--- src/pvs_regs.svh ---
`ifndef PVS_REGS_SVH
`define PVS_REGS_SVH
// ==========================================================
// Register byte offsets
`define PVS_ADR_TXWORD 8'h00
`define PVS_ADR_STATUS 8'h04
`define PVS_ADR_RATIO 8'h08
// ==========================================================
// Frame and slot counts
`define PVS_STATIC_FRAMES 2'h2
`define PVS_GUARD_FRAMES 2'h2
`define PVS_LONG_HITS 2'h2
`define PVS_SBY_SLACK 10'h008
`define PVS_CNT_SAT 10'h3FF
`define PVS_SLOT_SAT 6'h3E
`define PVS_SLOT_PRE 6'h3F
`define PVS_B2_GCI 6'h10
`define PVS_B2_IDL 6'h0A
`define PVS_W_GCI 6'h10
`define PVS_W_IDL 6'h08
`define PVS_LSB_BIT 3'h7
`define PVS_RX_BITS 4'h8
`define PVS_DIV_MSB 9
`define PVS_DIV_LSB 5
`endif

--- src/pvs_pkg.sv ---
`default_nettype none
package pvs_pkg;
  typedef enum logic [1:0] {PVS_FRAME, PVS_GCI, PVS_IDL} pvs_mode_e;
  typedef enum logic [1:0] {TX_IDLE, TX_WAIT, TX_SHIFT, TX_HOLD} pvs_tx_e;
  typedef struct packed {
    logic            tbc;
    logic            tfs;
    logic            rbc;
    logic            mck;
    pvs_mode_e       mode;
    logic            ch;
    logic            rtog;
    logic [1:0]      stc;
    logic [1:0]      thi;
    logic            pred_long;
    logic            tlong;
    pvs_tx_e         txst;
    logic [2:0]      tbit;
    logic [7:0]      tsr;
    logic [5:0]      c;
    logic            rhi;
    logic [3:0]      rxb;
    logic [7:0]      rsr;
    logic [7:0]      txword;
    logic [7:0]      rxword;
    logic            rxv;
    logic [9:0]      fcnt;
    logic [9:0]      since;
    logic [4:0]      pcnt;
    logic            t256;
    logic            t8k;
    logic            pd;
    logic            sby;
    logic [1:0]      guard;
    logic            txd;
    logic            txoe;
    logic            ack;
    logic [31:0]     dat;
  } pvs_st_s;
endpackage
`default_nettype wire

--- src/pvs_port.sv ---
// Behaviour
// RULE1 - Receive bit clock and frame sync pins select format and ISDN channel
// RULE2 - GCI only after receive bit clock low for two frame periods
// RULE3 - IDL only after receive bit clock high for two frame periods
// RULE4 - Word and sample instant align to frame sync rising edge
// RULE5 - Frame sync high on two bit clock falling edges means long
// RULE6 - Master keeps frame sync rising edges at a fixed period
// RULE7 - Long frame drives data while sync high or word shifting
// RULE8 - Long frame floats at later of sync fall and half LSB
// RULE9 - Next frame type predicted from previous frame sync
// RULE10 - Data pin floats two frame periods after any power-down
// RULE11 - Sync high on exactly one falling edge means short frame
// RULE12 - Short frame drives first bit on following rising edge
// RULE13 - Short frame floats halfway through the LSB
// RULE14 - Short frame receive starts one falling edge after sync edge
// RULE15 - GCI data changes on clock rising edges, sync aligned
// RULE16 - GCI bit lasts two clocks, B1 then B2 of sixteen clocks
// RULE17 - GCI floats after falling edge sixteen or thirty-two
// RULE18 - IDL transmits B1 on first rising edge, B2 on eleventh
// RULE19 - IDL receives B1 on first falling edge, B2 on eleventh
// RULE20 - IDL floats outside own bits and unused slot
// RULE21 - Prescaler measures master clock per frame, makes 256k and 8k
// RULE22 - Standby when frame sync absent a whole frame, clocks running
// RULE23 - Power-down on low input, resume with sync and guard
// RULE24 - Master clock at two lowest rates kept aligned to sync
// RULE25 - Power-up input high powers up, low powers down
// RULE26 - Samples shift most significant bit first everywhere
//
// Local design decisions: the address map and the Wishbone interface to the registers.
`timescale 1ns/100ps
`default_nettype none
`include "pvs_regs.svh"
module pvs_port (
  input  wire logic        core_clk_in,
  input  wire logic        rst_n_in,
  input  wire logic        master_clock_in,
  input  wire logic        tx_bit_clock_in,
  input  wire logic        tx_frame_sync_in,
  input  wire logic        rx_bit_clock_in,
  input  wire logic        rx_frame_sync_in,
  input  wire logic        serial_rx_data_in,
  input  wire logic        power_up_input_in,
  input  wire logic        wb_cyc_in,
  input  wire logic        wb_stb_in,
  input  wire logic        wb_we_in,
  input  wire logic [7:0]  wb_adr_in,
  input  wire logic [3:0]  wb_sel_in,
  input  wire logic [31:0] wb_dat_in,
  output logic      [31:0] wb_dat_out,
  output logic             wb_ack_out,
  output logic             serial_tx_data_out,
  output logic             serial_tx_oe_out,
  output logic      [7:0]  rx_sample_out,
  output logic             rx_valid_out,
  output logic             sample_tick_out,
  output logic             tick_256k_out,
  output logic             standby_out,
  output logic             power_down_out,
  output logic      [1:0]  mode_out
);

  // ==========================================================
  // State and pin edges
  pvs_pkg::pvs_st_s s;
  pvs_pkg::pvs_st_s n;
  logic             tr;
  logic             tf;
  logic             rf;
  logic             rbc_chg;
  logic             fs_rise;
  logic             mr;
  logic [5:0]       hrel;

  // Pins are synchronous to the core clock, so one stage is enough
  assign tr      = tx_bit_clock_in & ~s.tbc;
  assign tf      = ~tx_bit_clock_in & s.tbc;
  assign rf      = ~rx_bit_clock_in & s.rbc;
  assign rbc_chg = rx_bit_clock_in ^ s.rbc;
  assign fs_rise = tx_frame_sync_in & ~s.tfs;
  assign mr      = master_clock_in & ~s.mck;
  assign hrel    = s.c - (s.ch ? `PVS_B2_IDL : 6'h00);

  // ==========================================================
  // Next state
  always_comb
  begin
    logic [5:0] nc;
    logic [5:0] rel;
    logic [5:0] w;
    logic [2:0] idx;
    logic [7:0] tw;
    logic       inslot;
    logic       gci;
    logic       take;
    logic       done;
    nc     = s.c;
    rel    = 6'h00;
    w      = 6'h00;
    idx    = 3'h0;
    tw     = s.tsr;
    inslot = 1'b0;
    gci    = (s.mode == pvs_pkg::PVS_GCI);
    take   = 1'b0;
    done   = 1'b0;
    n      = s;
    n.tbc  = tx_bit_clock_in;
    n.tfs  = tx_frame_sync_in;
    n.rbc  = rx_bit_clock_in;
    n.mck  = master_clock_in;
    n.rxv  = 1'b0;
    n.t256 = 1'b0;
    n.t8k  = 1'b0;
    n.ack  = 1'b0;
    n.pd   = ~power_up_input_in; // RULE25 RULE23

    // ========================================================
    // Format detection from the receive clock pin
    if (rbc_chg)
    begin
      n.mode = pvs_pkg::PVS_FRAME; // RULE1
      n.stc  = 2'h0;
    end
    if (fs_rise)
    begin
      n.t8k  = 1'b1; // RULE4
      n.ch   = rx_frame_sync_in; // RULE1
      n.rtog = rbc_chg;
      if (!s.rtog && !rbc_chg)
      begin
        if (s.stc != `PVS_STATIC_FRAMES)
          n.stc = s.stc + 2'h1;
        if (s.stc == `PVS_STATIC_FRAMES - 2'h1)
          n.mode = rx_bit_clock_in ? pvs_pkg::PVS_IDL // RULE3
                                   : pvs_pkg::PVS_GCI; // RULE2
      end
      // Frame length in master clock edges sets the division ratio
      // A master clock edge that coincides with the sync edge still counts
      n.fcnt  = (mr && s.since != `PVS_CNT_SAT) ? s.since + 10'h001 : s.since; // RULE21
      n.since = 10'h000;
      n.pcnt  = 5'h00; // RULE4
      n.sby   = 1'b0;
      if (s.guard != 2'h0 && !s.pd && !s.sby)
        n.guard = s.guard - 2'h1; // RULE10
    end
    else
    begin
      if (rbc_chg)
        n.rtog = 1'b1;
      if (mr)
      begin
        if (s.since != `PVS_CNT_SAT)
          n.since = s.since + 10'h001;
        // Ratio is frame count over 32, which covers all seven rates
        if (5'(s.pcnt + 5'h01) >= s.fcnt[`PVS_DIV_MSB:`PVS_DIV_LSB])
        begin
          n.pcnt = 5'h00;
          n.t256 = 1'b1; // RULE21
        end
        else
          n.pcnt = s.pcnt + 5'h01;
        if (s.fcnt != 10'h000 && s.since == s.fcnt + `PVS_SBY_SLACK)
        begin
          n.sby   = 1'b1; // RULE22
          n.guard = `PVS_GUARD_FRAMES; // RULE10
        end
      end
    end
    if (n.pd)
      n.guard = `PVS_GUARD_FRAMES; // RULE10 RULE23

    // ========================================================
    // Long and short frame formats
    if (s.mode == pvs_pkg::PVS_FRAME)
    begin
      unique case (s.txst)
        pvs_pkg::TX_IDLE:
        begin
          if (fs_rise && s.pred_long)
          begin
            n.txst  = pvs_pkg::TX_SHIFT;
            n.txd   = s.txword[7]; // RULE4 RULE7 RULE26
            n.tsr   = {s.txword[6:0], 1'b0};
            n.tbit  = 3'h0;
            n.txoe  = 1'b1; // RULE7
            n.tlong = 1'b1;
          end
          else if (tf && tx_frame_sync_in && s.thi == 2'h0 && !s.pred_long)
          begin
            n.txst  = pvs_pkg::TX_WAIT; // RULE11
            n.tsr   = s.txword;
            n.tlong = 1'b0;
          end
        end
        pvs_pkg::TX_WAIT:
        begin
          if (tr)
          begin
            n.txst = pvs_pkg::TX_SHIFT;
            n.txd  = s.tsr[7]; // RULE12 RULE26
            n.tsr  = {s.tsr[6:0], 1'b0};
            n.tbit = 3'h0;
            n.txoe = 1'b1; // RULE12
          end
        end
        pvs_pkg::TX_SHIFT:
        begin
          if (tr && s.tbit != `PVS_LSB_BIT)
          begin
            n.tbit = s.tbit + 3'h1;
            n.txd  = s.tsr[7]; // RULE26
            n.tsr  = {s.tsr[6:0], 1'b0};
          end
          else if (tf && s.tbit == `PVS_LSB_BIT)
          begin
            // Falling edge inside the LSB is its halfway point
            if (s.tlong && tx_frame_sync_in)
              n.txst = pvs_pkg::TX_HOLD; // RULE8
            else
            begin
              n.txst = pvs_pkg::TX_IDLE; // RULE13 RULE8
              n.txoe = 1'b0;
            end
          end
        end
        pvs_pkg::TX_HOLD:
        begin
          if (!tx_frame_sync_in)
          begin
            n.txst = pvs_pkg::TX_IDLE; // RULE8
            n.txoe = 1'b0;
          end
        end
      endcase
      if (tf)
      begin
        if (tx_frame_sync_in)
        begin
          if (s.thi != `PVS_LONG_HITS)
            n.thi = s.thi + 2'h1;
        end
        else
        begin
          if (s.thi != 2'h0)
            n.pred_long = (s.thi == `PVS_LONG_HITS); // RULE5 RULE11 RULE9
          n.thi = 2'h0;
        end
      end
      if (rf)
      begin
        if (rx_frame_sync_in && !s.rhi)
        begin
          n.rhi = 1'b1;
          if (s.pred_long)
          begin
            take  = 1'b1;
            n.rxb = `PVS_RX_BITS - 4'h1;
          end
          else
            n.rxb = `PVS_RX_BITS; // RULE14
        end
        else
        begin
          if (!rx_frame_sync_in)
            n.rhi = 1'b0;
          if (s.rxb != 4'h0)
          begin
            take  = 1'b1; // RULE14
            n.rxb = s.rxb - 4'h1;
            done  = (s.rxb == 4'h1);
          end
        end
      end
    end

    // ========================================================
    // ISDN slot formats
    else
    begin
      if (fs_rise)
      begin
        nc    = `PVS_SLOT_PRE;
        n.tsr = s.txword;
        tw    = s.txword;
      end
      // IDL counts rising edges after the sync pulse has ended
      if (tr && (gci || !tx_frame_sync_in) && nc != `PVS_SLOT_SAT)
        nc = nc + 6'h01; // RULE15 RULE18
      n.c = nc;
      if (gci)
      begin
        rel = nc - (s.ch ? `PVS_B2_GCI : 6'h00); // RULE16
        w   = `PVS_W_GCI;
        idx = rel[3:1]; // RULE16
      end
      else
      begin
        rel = nc - (s.ch ? `PVS_B2_IDL : 6'h00); // RULE18 RULE19
        w   = `PVS_W_IDL;
        idx = rel[2:0];
      end
      inslot = (rel < w);
      if (tr)
      begin
        n.txoe = inslot; // RULE20 RULE16
        if (inslot)
          n.txd = tw[3'h7 - idx]; // RULE26 RULE15
      end
      if (tf && rel == w - 6'h01)
        n.txoe = 1'b0; // RULE17 RULE20
      if (gci && tr && inslot && rel[0])
      begin
        take = 1'b1; // RULE16
        done = (rel == `PVS_W_GCI - 6'h01);
      end
      if (!gci && tf && inslot)
      begin
        take = 1'b1; // RULE19
        done = (rel == `PVS_W_IDL - 6'h01);
      end
    end

    if (take)
      n.rsr = {s.rsr[6:0], serial_rx_data_in}; // RULE26
    if (done)
    begin
      n.rxword = {s.rsr[6:0], serial_rx_data_in};
      n.rxv    = 1'b1;
    end
    // Any power-down, standby or guard frame keeps the pin floating
    if (n.pd || n.sby || n.guard != 2'h0)
    begin
      n.txoe = 1'b0; // RULE10 RULE23 RULE22
      n.txst = pvs_pkg::TX_IDLE;
    end

    // ========================================================
    // Register bus; unmapped addresses ack and read zero
    if (wb_cyc_in && wb_stb_in && !s.ack)
    begin
      n.ack = 1'b1;
      n.dat = 32'h0000_0000;
      case (wb_adr_in)
        `PVS_ADR_TXWORD:
        begin
          n.dat = {24'h00_0000, s.txword};
        end
        `PVS_ADR_STATUS:
          n.dat = 32'({s.guard != 2'h0, s.pd, s.sby, s.pred_long,
                       s.ch, s.mode, s.rxword});
        `PVS_ADR_RATIO:
          n.dat = {22'h00_0000, s.fcnt};
        default:
          n.dat = 32'h0000_0000;
      endcase
    end
    // Write lands at the edge at which the master samples ack
    if (s.ack && wb_cyc_in && wb_stb_in && wb_we_in && wb_sel_in[0]
        && wb_adr_in == `PVS_ADR_TXWORD)
      n.txword = wb_dat_in[7:0];
  end

  // ==========================================================
  // Registers
  always_ff @(posedge core_clk_in or negedge rst_n_in)
  begin
    if (!rst_n_in)
    begin
      s       <= '0;
      s.guard <= `PVS_GUARD_FRAMES;
    end
    else
      s <= n;
  end

  assign wb_dat_out         = s.dat;
  assign wb_ack_out         = s.ack;
  assign serial_tx_data_out = s.txd;
  assign serial_tx_oe_out   = s.txoe;
  assign rx_sample_out      = s.rxword;
  assign rx_valid_out       = s.rxv;
  assign sample_tick_out    = s.t8k;
  assign tick_256k_out      = s.t256;
  assign standby_out        = s.sby;
  assign power_down_out     = s.pd;
  assign mode_out           = s.mode;
endmodule
`default_nettype wire

--- config.mk ---
export PLATFORM = sky130hd
export DESIGN_NAME = pvs_port
export DESIGN_NICKNAME = d
export VERILOG_FILES = /design/src/pvs_pkg.sv /design/src/pvs_port.sv
export VERILOG_INCLUDE_DIRS = /design/src
export SDC_FILE = /design/constraint.sdc
export NUM_CORES = 1
export LEC_CHECK = 0
export ABC_AREA = 1
export BUFFER_PORTS_ARGS = -buffer_cell sky130_fd_sc_hd__buf_4
export CAP_MARGIN = 10
export CORE_MARGIN = 4
export CORE_UTILIZATION = 49
export DETAILED_ROUTE_END_ITERATION = 10
export HOLD_SLACK_MARGIN = 0.12
export PLACE_DENSITY = 0.77
export SLEW_MARGIN = 20
export SYNTH_ARGS = -nofsm -noshare
export SYNTH_HDL_FRONTEND = slang
export SYNTH_SLANG_ARGS = --single-unit
--- constraint.sdc ---
create_clock -name core_clk_in -period 2.8 [get_ports core_clk_in]
set_input_delay 0.42 -clock core_clk_in [delete_from_list [all_inputs] [get_ports core_clk_in]]
set_output_delay 0.42 -clock core_clk_in [all_outputs]
set_load 0.05 [all_outputs]
==> out/metrics.cfg, run 1 <==
[run_status]
status=complete, but fails checks
violations=negative setup slack

[synthesis]
synthFlopType=dfrtp_1
async_flop_share=1.00
synth_edf_count=0
yosys.area.top_type_share=0.410
yosysSeqAreaShare=0.414
avgSynthCellArea_um2=7.75
synth_area_mm2=0.00671
synth_top_area_cell=dfrtp_1
synth.area.top_cells=dfrtp_1 (41%), nand2_1 (10%), inv_1 (6.2%)
yosysMostFrequentCell=nand2_1
ys_seq_elements=111
ys_warn_count=0
syn_inst=865
synth_cell_types=46
synthTopCellsByCount=nand2_1 (186), inv_1 (111), dfrtp_1 (110)

[grt]
antenna_found_initial=0
grt_max_degree=61
grtUsageTotal=0.212
grt_pass1_wl_um=27100
grt_pass1_vias=5645
overflow=0

[timing]
fin_skew_ns=0.00915
slew_viol_final=0
worst_pin_slew_ns=0.813
fin_crit_ns=2.82
hold_slack_ns=0.159
rsz0062_at_grt=yes
setup_ws_ns=-0.0214
relSlewSlack=0.458
fin_crit_sh=1.01
clock.fmax_mhz=354
hold_viol=0
setup_viol=9

[cts]
cts_inserted_buffers=9
clkLatencyLatePin_ns=0.36
cts_hold_buffers=0
clock-sinks=111
clock-root-buffer=clkbuf_16
clkSlewWorstSetupHoldPaths_ns=0.08
clock_path_buffers=2
cts_tree=done
htree_levels=3

[placement]
gp_congestion=0.890
dp_hpwl_um=12000
port_buffers=61

[power_and_ir_drop]
p_leak_uw=0.00402
ir_drop_mv=0.493
power_density_mw_per_mm2=673

[floorplan]
initial_core_util=0.502
dieArea_mm2=0.0156
die_y_um=125
design.core.area_mm2=0.0133
std_cell_rows=42
die_w_um=125
ios=106

[final_layout]
fillers=1233
antenna_cells=0
fin_nets=1022
drive_gt1_frac=0.210
area_delta_synth_final_pct=18.8
fin_util=0.597

[run]
maxCapViolCount=0

[drt]
met2RoutedLength_um=8200
wirelength_met1_um=7130
wl_met3_um=1160
drc=0
wire_per_inst_um=15.0
antenna_left=0
drt_first_pass_iters=5
first_iter_violations=514
routed_wl_um=16900
vias_per_cell=5.37
top_layer_used=met4
vias=6030

[setup_path]
arrival_ns=3.07
crit_path_end_kind=flop
cp_max_fo=8
setup.worst_path.start_class=flop
crit_required_ns=3.05
criticalPathCategory=reg -> reg

[min_path]
hold_path_class=in -> async

placed cells by master, fill, tap and decap left out, types with 6 or more instances in the layout:
cell       count
o211ai_1       7
a21oi_1       22
conb_1        17
ha_1          21
nand3_2        6
nand2_4       11
clkbuf_16      9
nand2_1      174
nand2_2       17
nor2_4         7
nor2_1        70
xor2_1        19
o22ai_1        7
buf_4        105
o21ai_0       78
nor3_1         8
nor4_1         6
o31ai_1        7
inv_1        107
nand4_1       10
inv_2         10
nand3_1       54
dfrtp_1      110
area by class of cell:
class	instances	area, µm²	area share
clock buffer	10	229	0.0287
clock inverter	6	51.3	0.00644
inverter	119	447	0.0561
multi-input combinational	592	3400	0.427
sequential	111	2780	0.349
tap	176	220	0.0276
timing repair buffer	108	840	0.105
worst paths after layout:
path                            startpoint       endpoint  slack [ns]  cells past startpoint
setup reg to reg                    s[127]          s[83]       -0.02                     22
setup / recovery                    s[127]          s[83]       -0.02                     22
min in group core_clk_in   rx_bit_clock_in         s[126]        0.17                      1
hold / removal                    rst_n_in         s[101]        0.16                      1
max in group asynchronous         rst_n_in  wb_dat_out[5]        2.00                      2
hold reg to reg                     s[121]         s[121]        0.49                      2
state kept, by name, summed over array words and instances, names as in the netlist:
signal              cells
s                      78
wb_dat_out             15
rx_sample_out           8
mode_out                2
power_down_out          1
rx_valid_out            1
sample_tick_out         1
serial_tx_data_out      1
serial_tx_oe_out        1
standby_out             1
tick_256k_out           1
wb_ack_out              1
power breakdown:
part	total (µW)	switching [µW]	internal, µW
registers	2070	201	1870
logic	2040	1290	750
clock network	1250	624	621
worst max-delay path, cell delays in order, from the launching register on:
cell and delay (ns):
dfrtp_1 0.41, nor2_4 0.18, nor2_4 0.06, ha_4 0.16
nand3_2 0.08, nand2_2 0.06, inv_2 0.08, nand3_4 0.08
xnor2_2 0.17, inv_2 0.06, ha_4 0.28, nand2_4 0.06
nand2_1 0.07, nand3_1 0.10, nand2_2 0.12, inv_1 0.07
nand4_1 0.13, buf_4 0.13, nand2_2 0.06, nand2_4 0.13
nand2_4 0.09, nand2_1 0.07, nand2_1 0.05
per-stage QoR:
stage               total power [µW]  cells  area, µm²  worst slack [ns]  setup TNS, ns
floorplan                       3350    881       6780           0.00322              0
global placement                3810   1100       7410            -0.181          -2.72
detailed placement              3860   1100       7410            -0.225          -3.39
CTS                             5170   1119       7760           0.00109              0
global route                    5690   1122       7970            -0.195          -2.87
finish                          5360   1122       7970           -0.0214        -0.0838
kinds of logic (layout without fill, tap and decap cells):
kind of cell | count (synthesis) | after routing | share of synthesized area
compound gates | 149 | 149 | 0.131
flops | 111 | 111 | 0.414
buf+inv | 180 | 243 | 0.126
simple gates | 372 | 374 | 0.245
mux | 5 | 5 | 0.00839
fa+ha+maj | 25 | 25 | 0.0466
xor+xnor | 22 | 22 | 0.0287
other cells | 1 | 17 | 0.000559
per-layer routing:
| layer | GRT usage | up-vias |
|---|---|---|
| li1 | - | 2919 |
| met1 | 0.270 | 2879 |
| met2 | 0.354 | 198 |
| met3 | 0.0593 | 34 |
| met4 | 0.0612 | 0 |
| met5 | 0 | - |
what timing repair did:
item                                    4_1_cts  5_1_grt
resized for setup                            11       44
gates cloned                                  2        0
pin swaps                                     5       17
buffers inserted                              1        4
endpoints found under the setup margin       16       20
Note: power is estimated with default switching activity, not from simulation.
==> inputs of run 2 (changes only) <==
--- a/config.mk
+++ b/config.mk
@@ -10,10 +10,10 @@
 export BUFFER_PORTS_ARGS = -buffer_cell sky130_fd_sc_hd__buf_4
 export CAP_MARGIN = 10
 export CORE_MARGIN = 4
-export CORE_UTILIZATION = 49
+export CORE_UTILIZATION = 40
 export DETAILED_ROUTE_END_ITERATION = 10
 export HOLD_SLACK_MARGIN = 0.12
-export PLACE_DENSITY = 0.77
+export PLACE_DENSITY = 0.64
 export SLEW_MARGIN = 20
 export SYNTH_ARGS = -nofsm -noshare
 export SYNTH_HDL_FRONTEND = slang
==> constraint.sdc (replaced) <==
create_clock -name core_clk_in -period 3.3 [get_ports core_clk_in]
set_input_delay 0.495 -clock core_clk_in [delete_from_list [all_inputs] [get_ports core_clk_in]]
set_output_delay 0.495 -clock core_clk_in [all_outputs]
set_load 0.05 [all_outputs]
==> run 2 against run 1 <==
  * The run now ends clean
  * Combinational power down 30%
  * Final cell count up 1.5%
  * Sequential power down 15%
  * Clock skew about the same
  * Flip-flop and latch count unchanged
  * Routed wire length down 3.3%
  * Sequential share of layout area up 1.6 points
  * Clock power down 6%
  * Global-route usage down 2.9 points
  * Critical path depth unchanged
  * Total power down 19%
  * Worst hold slack worse by 0.039 ns
  * Critical path type unchanged
==> out/metrics.cfg, run 2 (synthesized netlist as in run 1, its figures left out) <==
[power_and_ir_drop]
ir_drop_mv=0.501
clkPwrFrac=0.270
power_density_mw_per_mm2=570
combPwrFrac=0.327
power_frac_seq=0.403
p_leak_uw=0.00386
power.switching_uw=1660
intPower_uw=2670
swShare=0.383

[floorplan]
design.core.area_mm2=0.0165
initial_core_util=0.406
ios=106
dieArea_mm2=0.0189
die_w_um=137
std_cell_rows=47
die_y_um=137

[placement]
dp_hpwl_um=12300
port_buffers=61
gp_congestion=0.858
dp_cells=1123

[timing]
setup_viol=0
slew_viol_final=0
fin_crit_ns=2.90
clock.fmax_mhz=345
hold_viol=0
worst_pin_slew_ns=0.567
fin_crit_sh=0.878
rsz0062_at_grt=no
relSlewSlack=0.612
fin_skew_ns=0.00876
tns_ns=0

[grt]
grt_pass1_vias=5609
antenna_found_initial=0
grtUsageTotal=0.183
grt_max_degree=43
overflow=0
grt_pass1_wl_um=27500

[final_layout]
fin_cells=1139
drive_gt1_frac=0.155
largest_reg_flops=78
fin_nets=995
final_cell_mix=nand2_1 (186), inv_1 (111), dfrtp_1 (110), buf_4 (82), o21ai_0 (79)
area_delta_synth_final_pct=13.4
antenna_cells=0
top_register=s
final_common_cell=nand2_1

[setup_path]
crit_required_ns=3.60
setup.worst_path.end=rx_sample_out[1]
cp_max_fo=9
crit_path_end_kind=flop
criticalPathCategory=reg -> reg
arrival_ns=3.20
setup.worst_path.start_class=flop
ff2ff_setup_slack_ns=0.40
crit_start=s[127]
reg2reg_depth=22
rr_startpoint=s[127]
regToRegEndpoint=rx_sample_out[1]

[run_status]
status=completed

[cts]
htree_levels=3
clock-sinks=111
cts_inserted_buffers=9
clkLatencyLatePin_ns=0.36
clock-root-buffer=clkbuf_16
clkSlewWorstSetupHoldPaths_ns=0.08
clock_path_buffers=2
cts_tree=done

[min_path]
hold_path_class=in -> async

[drt]
drc=0
antenna_left=0
routed_wl_um=16300
vias_per_cell=5.03
vias=5724
wire_per_inst_um=14.3
drt_first_pass_iters=5
first_iter_violations=289

[run]
maxCapViolCount=0

run 2: changes by cell type in the layout (fill, tap and decap cells not counted), moves of 5 or more:
cell	delta
nand2_2	-5
nor2_4	-5
nand2_4	-8
nand2_1	+12
buf_4	-23
nand3_1	+5
run 2: how the worst min path moves through the flow:
stage | startpoint | end
floorplan | rst_n_in | mode_out[0]
global placement | s[89] | rx_sample_out[7]
detailed placement | s[121] | s[121]
CTS | rst_n_in | s[120]
global route | rst_n_in | s[120]
finish | rst_n_in | s[120]
run 2: what timing repair did:
| item | CTS | global route |
|---|---|---|
| resized for setup | 0 | 2 |
| setup buffers | 0 | 0 |
| setup endpoints to repair | 0 | 7 |
| hold buffers | 0 | 0 |
run 2: metal layers:
layer  track usage  share of wire  vias up
li1              -              -     2872
met1         0.247           0.48     2709
met2         0.304           0.47      121
met3        0.0245          0.033       22
met4        0.0576          0.020        0
met5             0              0        -
run 2: critical path, cell delays in order (launching register included):
cell and delay (ns):
dfrtp_1 0.41, nor2_4 0.07, nor2_1 0.12, inv_1 0.08, ha_1 0.21, nand3_2 0.09, nand2_2 0.06, inv_2 0.05
nand3_1 0.11, xnor2_2 0.18, inv_1 0.06, ha_1 0.30, nand2_2 0.10, nand2_1 0.05, nand3_1 0.06, nand2_1 0.08
nor2_2 0.13, nand3_1 0.11, nand2_1 0.12, nand3_4 0.17, nand2_4 0.16, nand2_1 0.07, nand2_1 0.06
run 2: stage by stage:
stage          setup slack, ns  total power, µW  area, µm²  utilization  hold WS (ns)
2_1_floorplan            0.335             2830       6770            -         0.199
3_3_place_gp             0.105             3160       7280        0.441         0.464
3_5_place_dp            0.0868             3180       7280        0.441         0.468
4_1_cts                  0.358             4360       7590        0.460         0.146
5_1_grt                 0.0358             4650       7610        0.460         0.167
6_report                 0.402             4330       7610        0.460         0.121
run 2: layout make-up:
class	count	area, µm²
fillers	1674	8920
multi-input cells	590	3160
flip-flops and latches	111	2780
repair buffers	83	636
inverters	119	447
well taps	220	275
clock buffers	9	225
clock inverters	7	87.6
run 2: power by group through the flow:
| stage | combinational, µW | clock (µW) | sequential, µW |
|---|---|---|---|
| 6_report | 1420 | 1170 | 1750 |
| 5_1_grt | 1620 | 1250 | 1770 |
| 4_1_cts | 1420 | 1200 | 1750 |
| 3_5_place_dp | 1410 | 0 | 1770 |
| 3_3_place_gp | 1390 | 0 | 1770 |
| 2_1_floorplan | 1070 | 0 | 1760 |
==> inputs of run 3 (changes only) <==
--- a/config.mk
+++ b/config.mk
@@ -14,6 +14,8 @@
 export DETAILED_ROUTE_END_ITERATION = 10
 export HOLD_SLACK_MARGIN = 0.12
 export PLACE_DENSITY = 0.64
+export REMOVE_ABC_BUFFERS = 1
+export SKIP_LAST_GASP = 1
 export SLEW_MARGIN = 20
 export SYNTH_ARGS = -nofsm -noshare
 export SYNTH_HDL_FRONTEND = slang
==> run 3 against run 2 <==
  * Die area unchanged
  * Clock power down 3%
  * Flip-flop and latch count unchanged
  * Total power down 0.70%
  * Critical path depth down 1
  * Critical path type unchanged
  * Critical endpoint is now s[86]
  * Largest cell class unchanged
  * Highest routed layer unchanged
==> out/metrics.cfg, run 3 (synthesized netlist as in run 1, its figures left out) <==
[drt]
first_iter_violations=423
vias=5654
wire_per_inst_um=14.4
drt_first_pass_iters=5
vias_per_cell=4.95
routed_wl_um=16400
drc=0
antenna_left=0

[cts]
clkSlewWorstSetupHoldPaths_ns=0.08
cts_tree=done
cts_inserted_buffers=9
cts_hold_buffers=0
clock-sinks=111
post-cts-setup-buffers=0
cts.repair.resized=0
clock_path_buffers=2
htree_levels=3
clock-root-buffer=clkbuf_16
clkLatencyLatePin_ns=0.36

[power_and_ir_drop]
ir_drop_mv=0.441
power_density_mw_per_mm2=567
p_leak_uw=0.00385

[setup_path]
path_cells=nor2_4 > nor2_1 > ha_1 > nand3_2 > nand2_2 > inv_2 > nand3_1 > xnor2_1 > inv_1 > ha_1 > nand2_2 > nand3_2 > nand2_1 > nand2_1 > nand2_2 > nand4_1 > nand2_1 > nand2_2 > nand2_2 > nand2_1 > nand2_1
crit_path_end_kind=flop
criticalPathCategory=reg -> reg
max_stage_delay_ns=0.42
setup.worst_path.start_class=flop
crit_required_ns=3.60
cp_max_fo=8
arrival_ns=3.25
critPathSlowestCell=dfrtp_1

[floorplan]
initial_core_util=0.406
ios=106
die_y_um=137
design.core.area_mm2=0.0165
std_cell_rows=47
die_w_um=137
dieArea_mm2=0.0189

[final_layout]
final_common_cell=nand2_1
fillers=1653
drive_gt1_frac=0.154
final_cell_mix=nand2_1 (186), inv_1 (111), dfrtp_1 (110), buf_4 (86), o21ai_0 (79)
top_register=s
multi_input_area_mm2=0.00314
regArea_mm2=0.00278
area_delta_synth_final_pct=13.2
antenna_cells=0
fin_cells=1142
largest_reg_flops=78
fin_nets=998

[grt]
antenna_found_initial=0
grt_pass1_vias=5434
overflow=0
grt_pass1_wl_um=27300
grt_max_degree=58
grtUsageTotal=0.184

[timing]
worst_pin_slew_ns=0.739
tns_ns=0
relSlewSlack=0.507
hold_viol=0
fin_crit_sh=0.893
hold_slack_ns=0.200
fin_crit_ns=2.95
clock.fmax_mhz=339
rsz0062_at_grt=no
fin_skew_ns=0.0117
setup_viol=0
slew_viol_final=0

[placement]
dp_cells=1126
port_buffers=61
gp_congestion=0.913
dp_hpwl_um=12400

[min_path]
hold_path_class=in -> async

[run]
maxCapViolCount=0

[run_status]
status=completed

run 3: path summary, 6_finish.rpt:
| check | start | end | slack (ns) | cells after the start |
|---|---|---|---|---|
| max in group asynchronous | rst_n_in | s[117] | 2.33 | 2 |
| min reg2reg | s[120] | s[119] | 0.48 | 1 |
| max reg2reg | s[127] | s[86] | 0.35 | 21 |
| min | rst_n_in | s[119] | 0.20 | 1 |
| min in group core_clk_in | master_clock_in | s[125] | 0.25 | 1 |
| max | s[127] | s[86] | 0.35 | 21 |
run 3: critical path: cells and delay by family (launching register included):
family,cells,cell delay (ns)
adder cells (fa/ha/maj),2,0.50
XOR/XNOR,1,0.21
AND/OR/NAND/NOR,16,1.64
flip-flops,1,0.42
buffers and inverters,2,0.12
run 3: area by class of cell:
| class | count | area share |
|---|---|---|
| Multi-Input combinational cell | 590 | 0.414 |
| Inverter | 119 | 0.0588 |
| Clock inverter | 5 | 0.00890 |
| Sequential cell | 111 | 0.366 |
| Clock buffer | 11 | 0.0307 |
| Tap cell | 220 | 0.0363 |
| Timing Repair Buffer | 86 | 0.0851 |
run 3: power by group:
part           internal (µW)  switching, µW
clock network            600            528
logic                    477            946
registers               1580            167
run 3: layer usage:
metal	part of all wire	up-vias	GRT usage
met5	0	-	0
met4	0.013	0	0.0477
met3	0.043	16	0.0354
met2	0.45	124	0.285
met1	0.49	2650	0.263
li1	-	2864	-
run 3: per-stage QoR:
stage / setup slack [ns] / power, µW / utilization / area (µm²)
detailed placement: 0.0632 / 3190 / 0.441 / 7290
global route: 0.0450 / 4600 / 0.459 / 7590
global placement: 0.108 / 3170 / 0.441 / 7290
finish: 0.354 / 4300 / 0.459 / 7590
CTS: 0.333 / 4320 / 0.459 / 7590
floorplan: 0.140 / 2760 / - / 6370
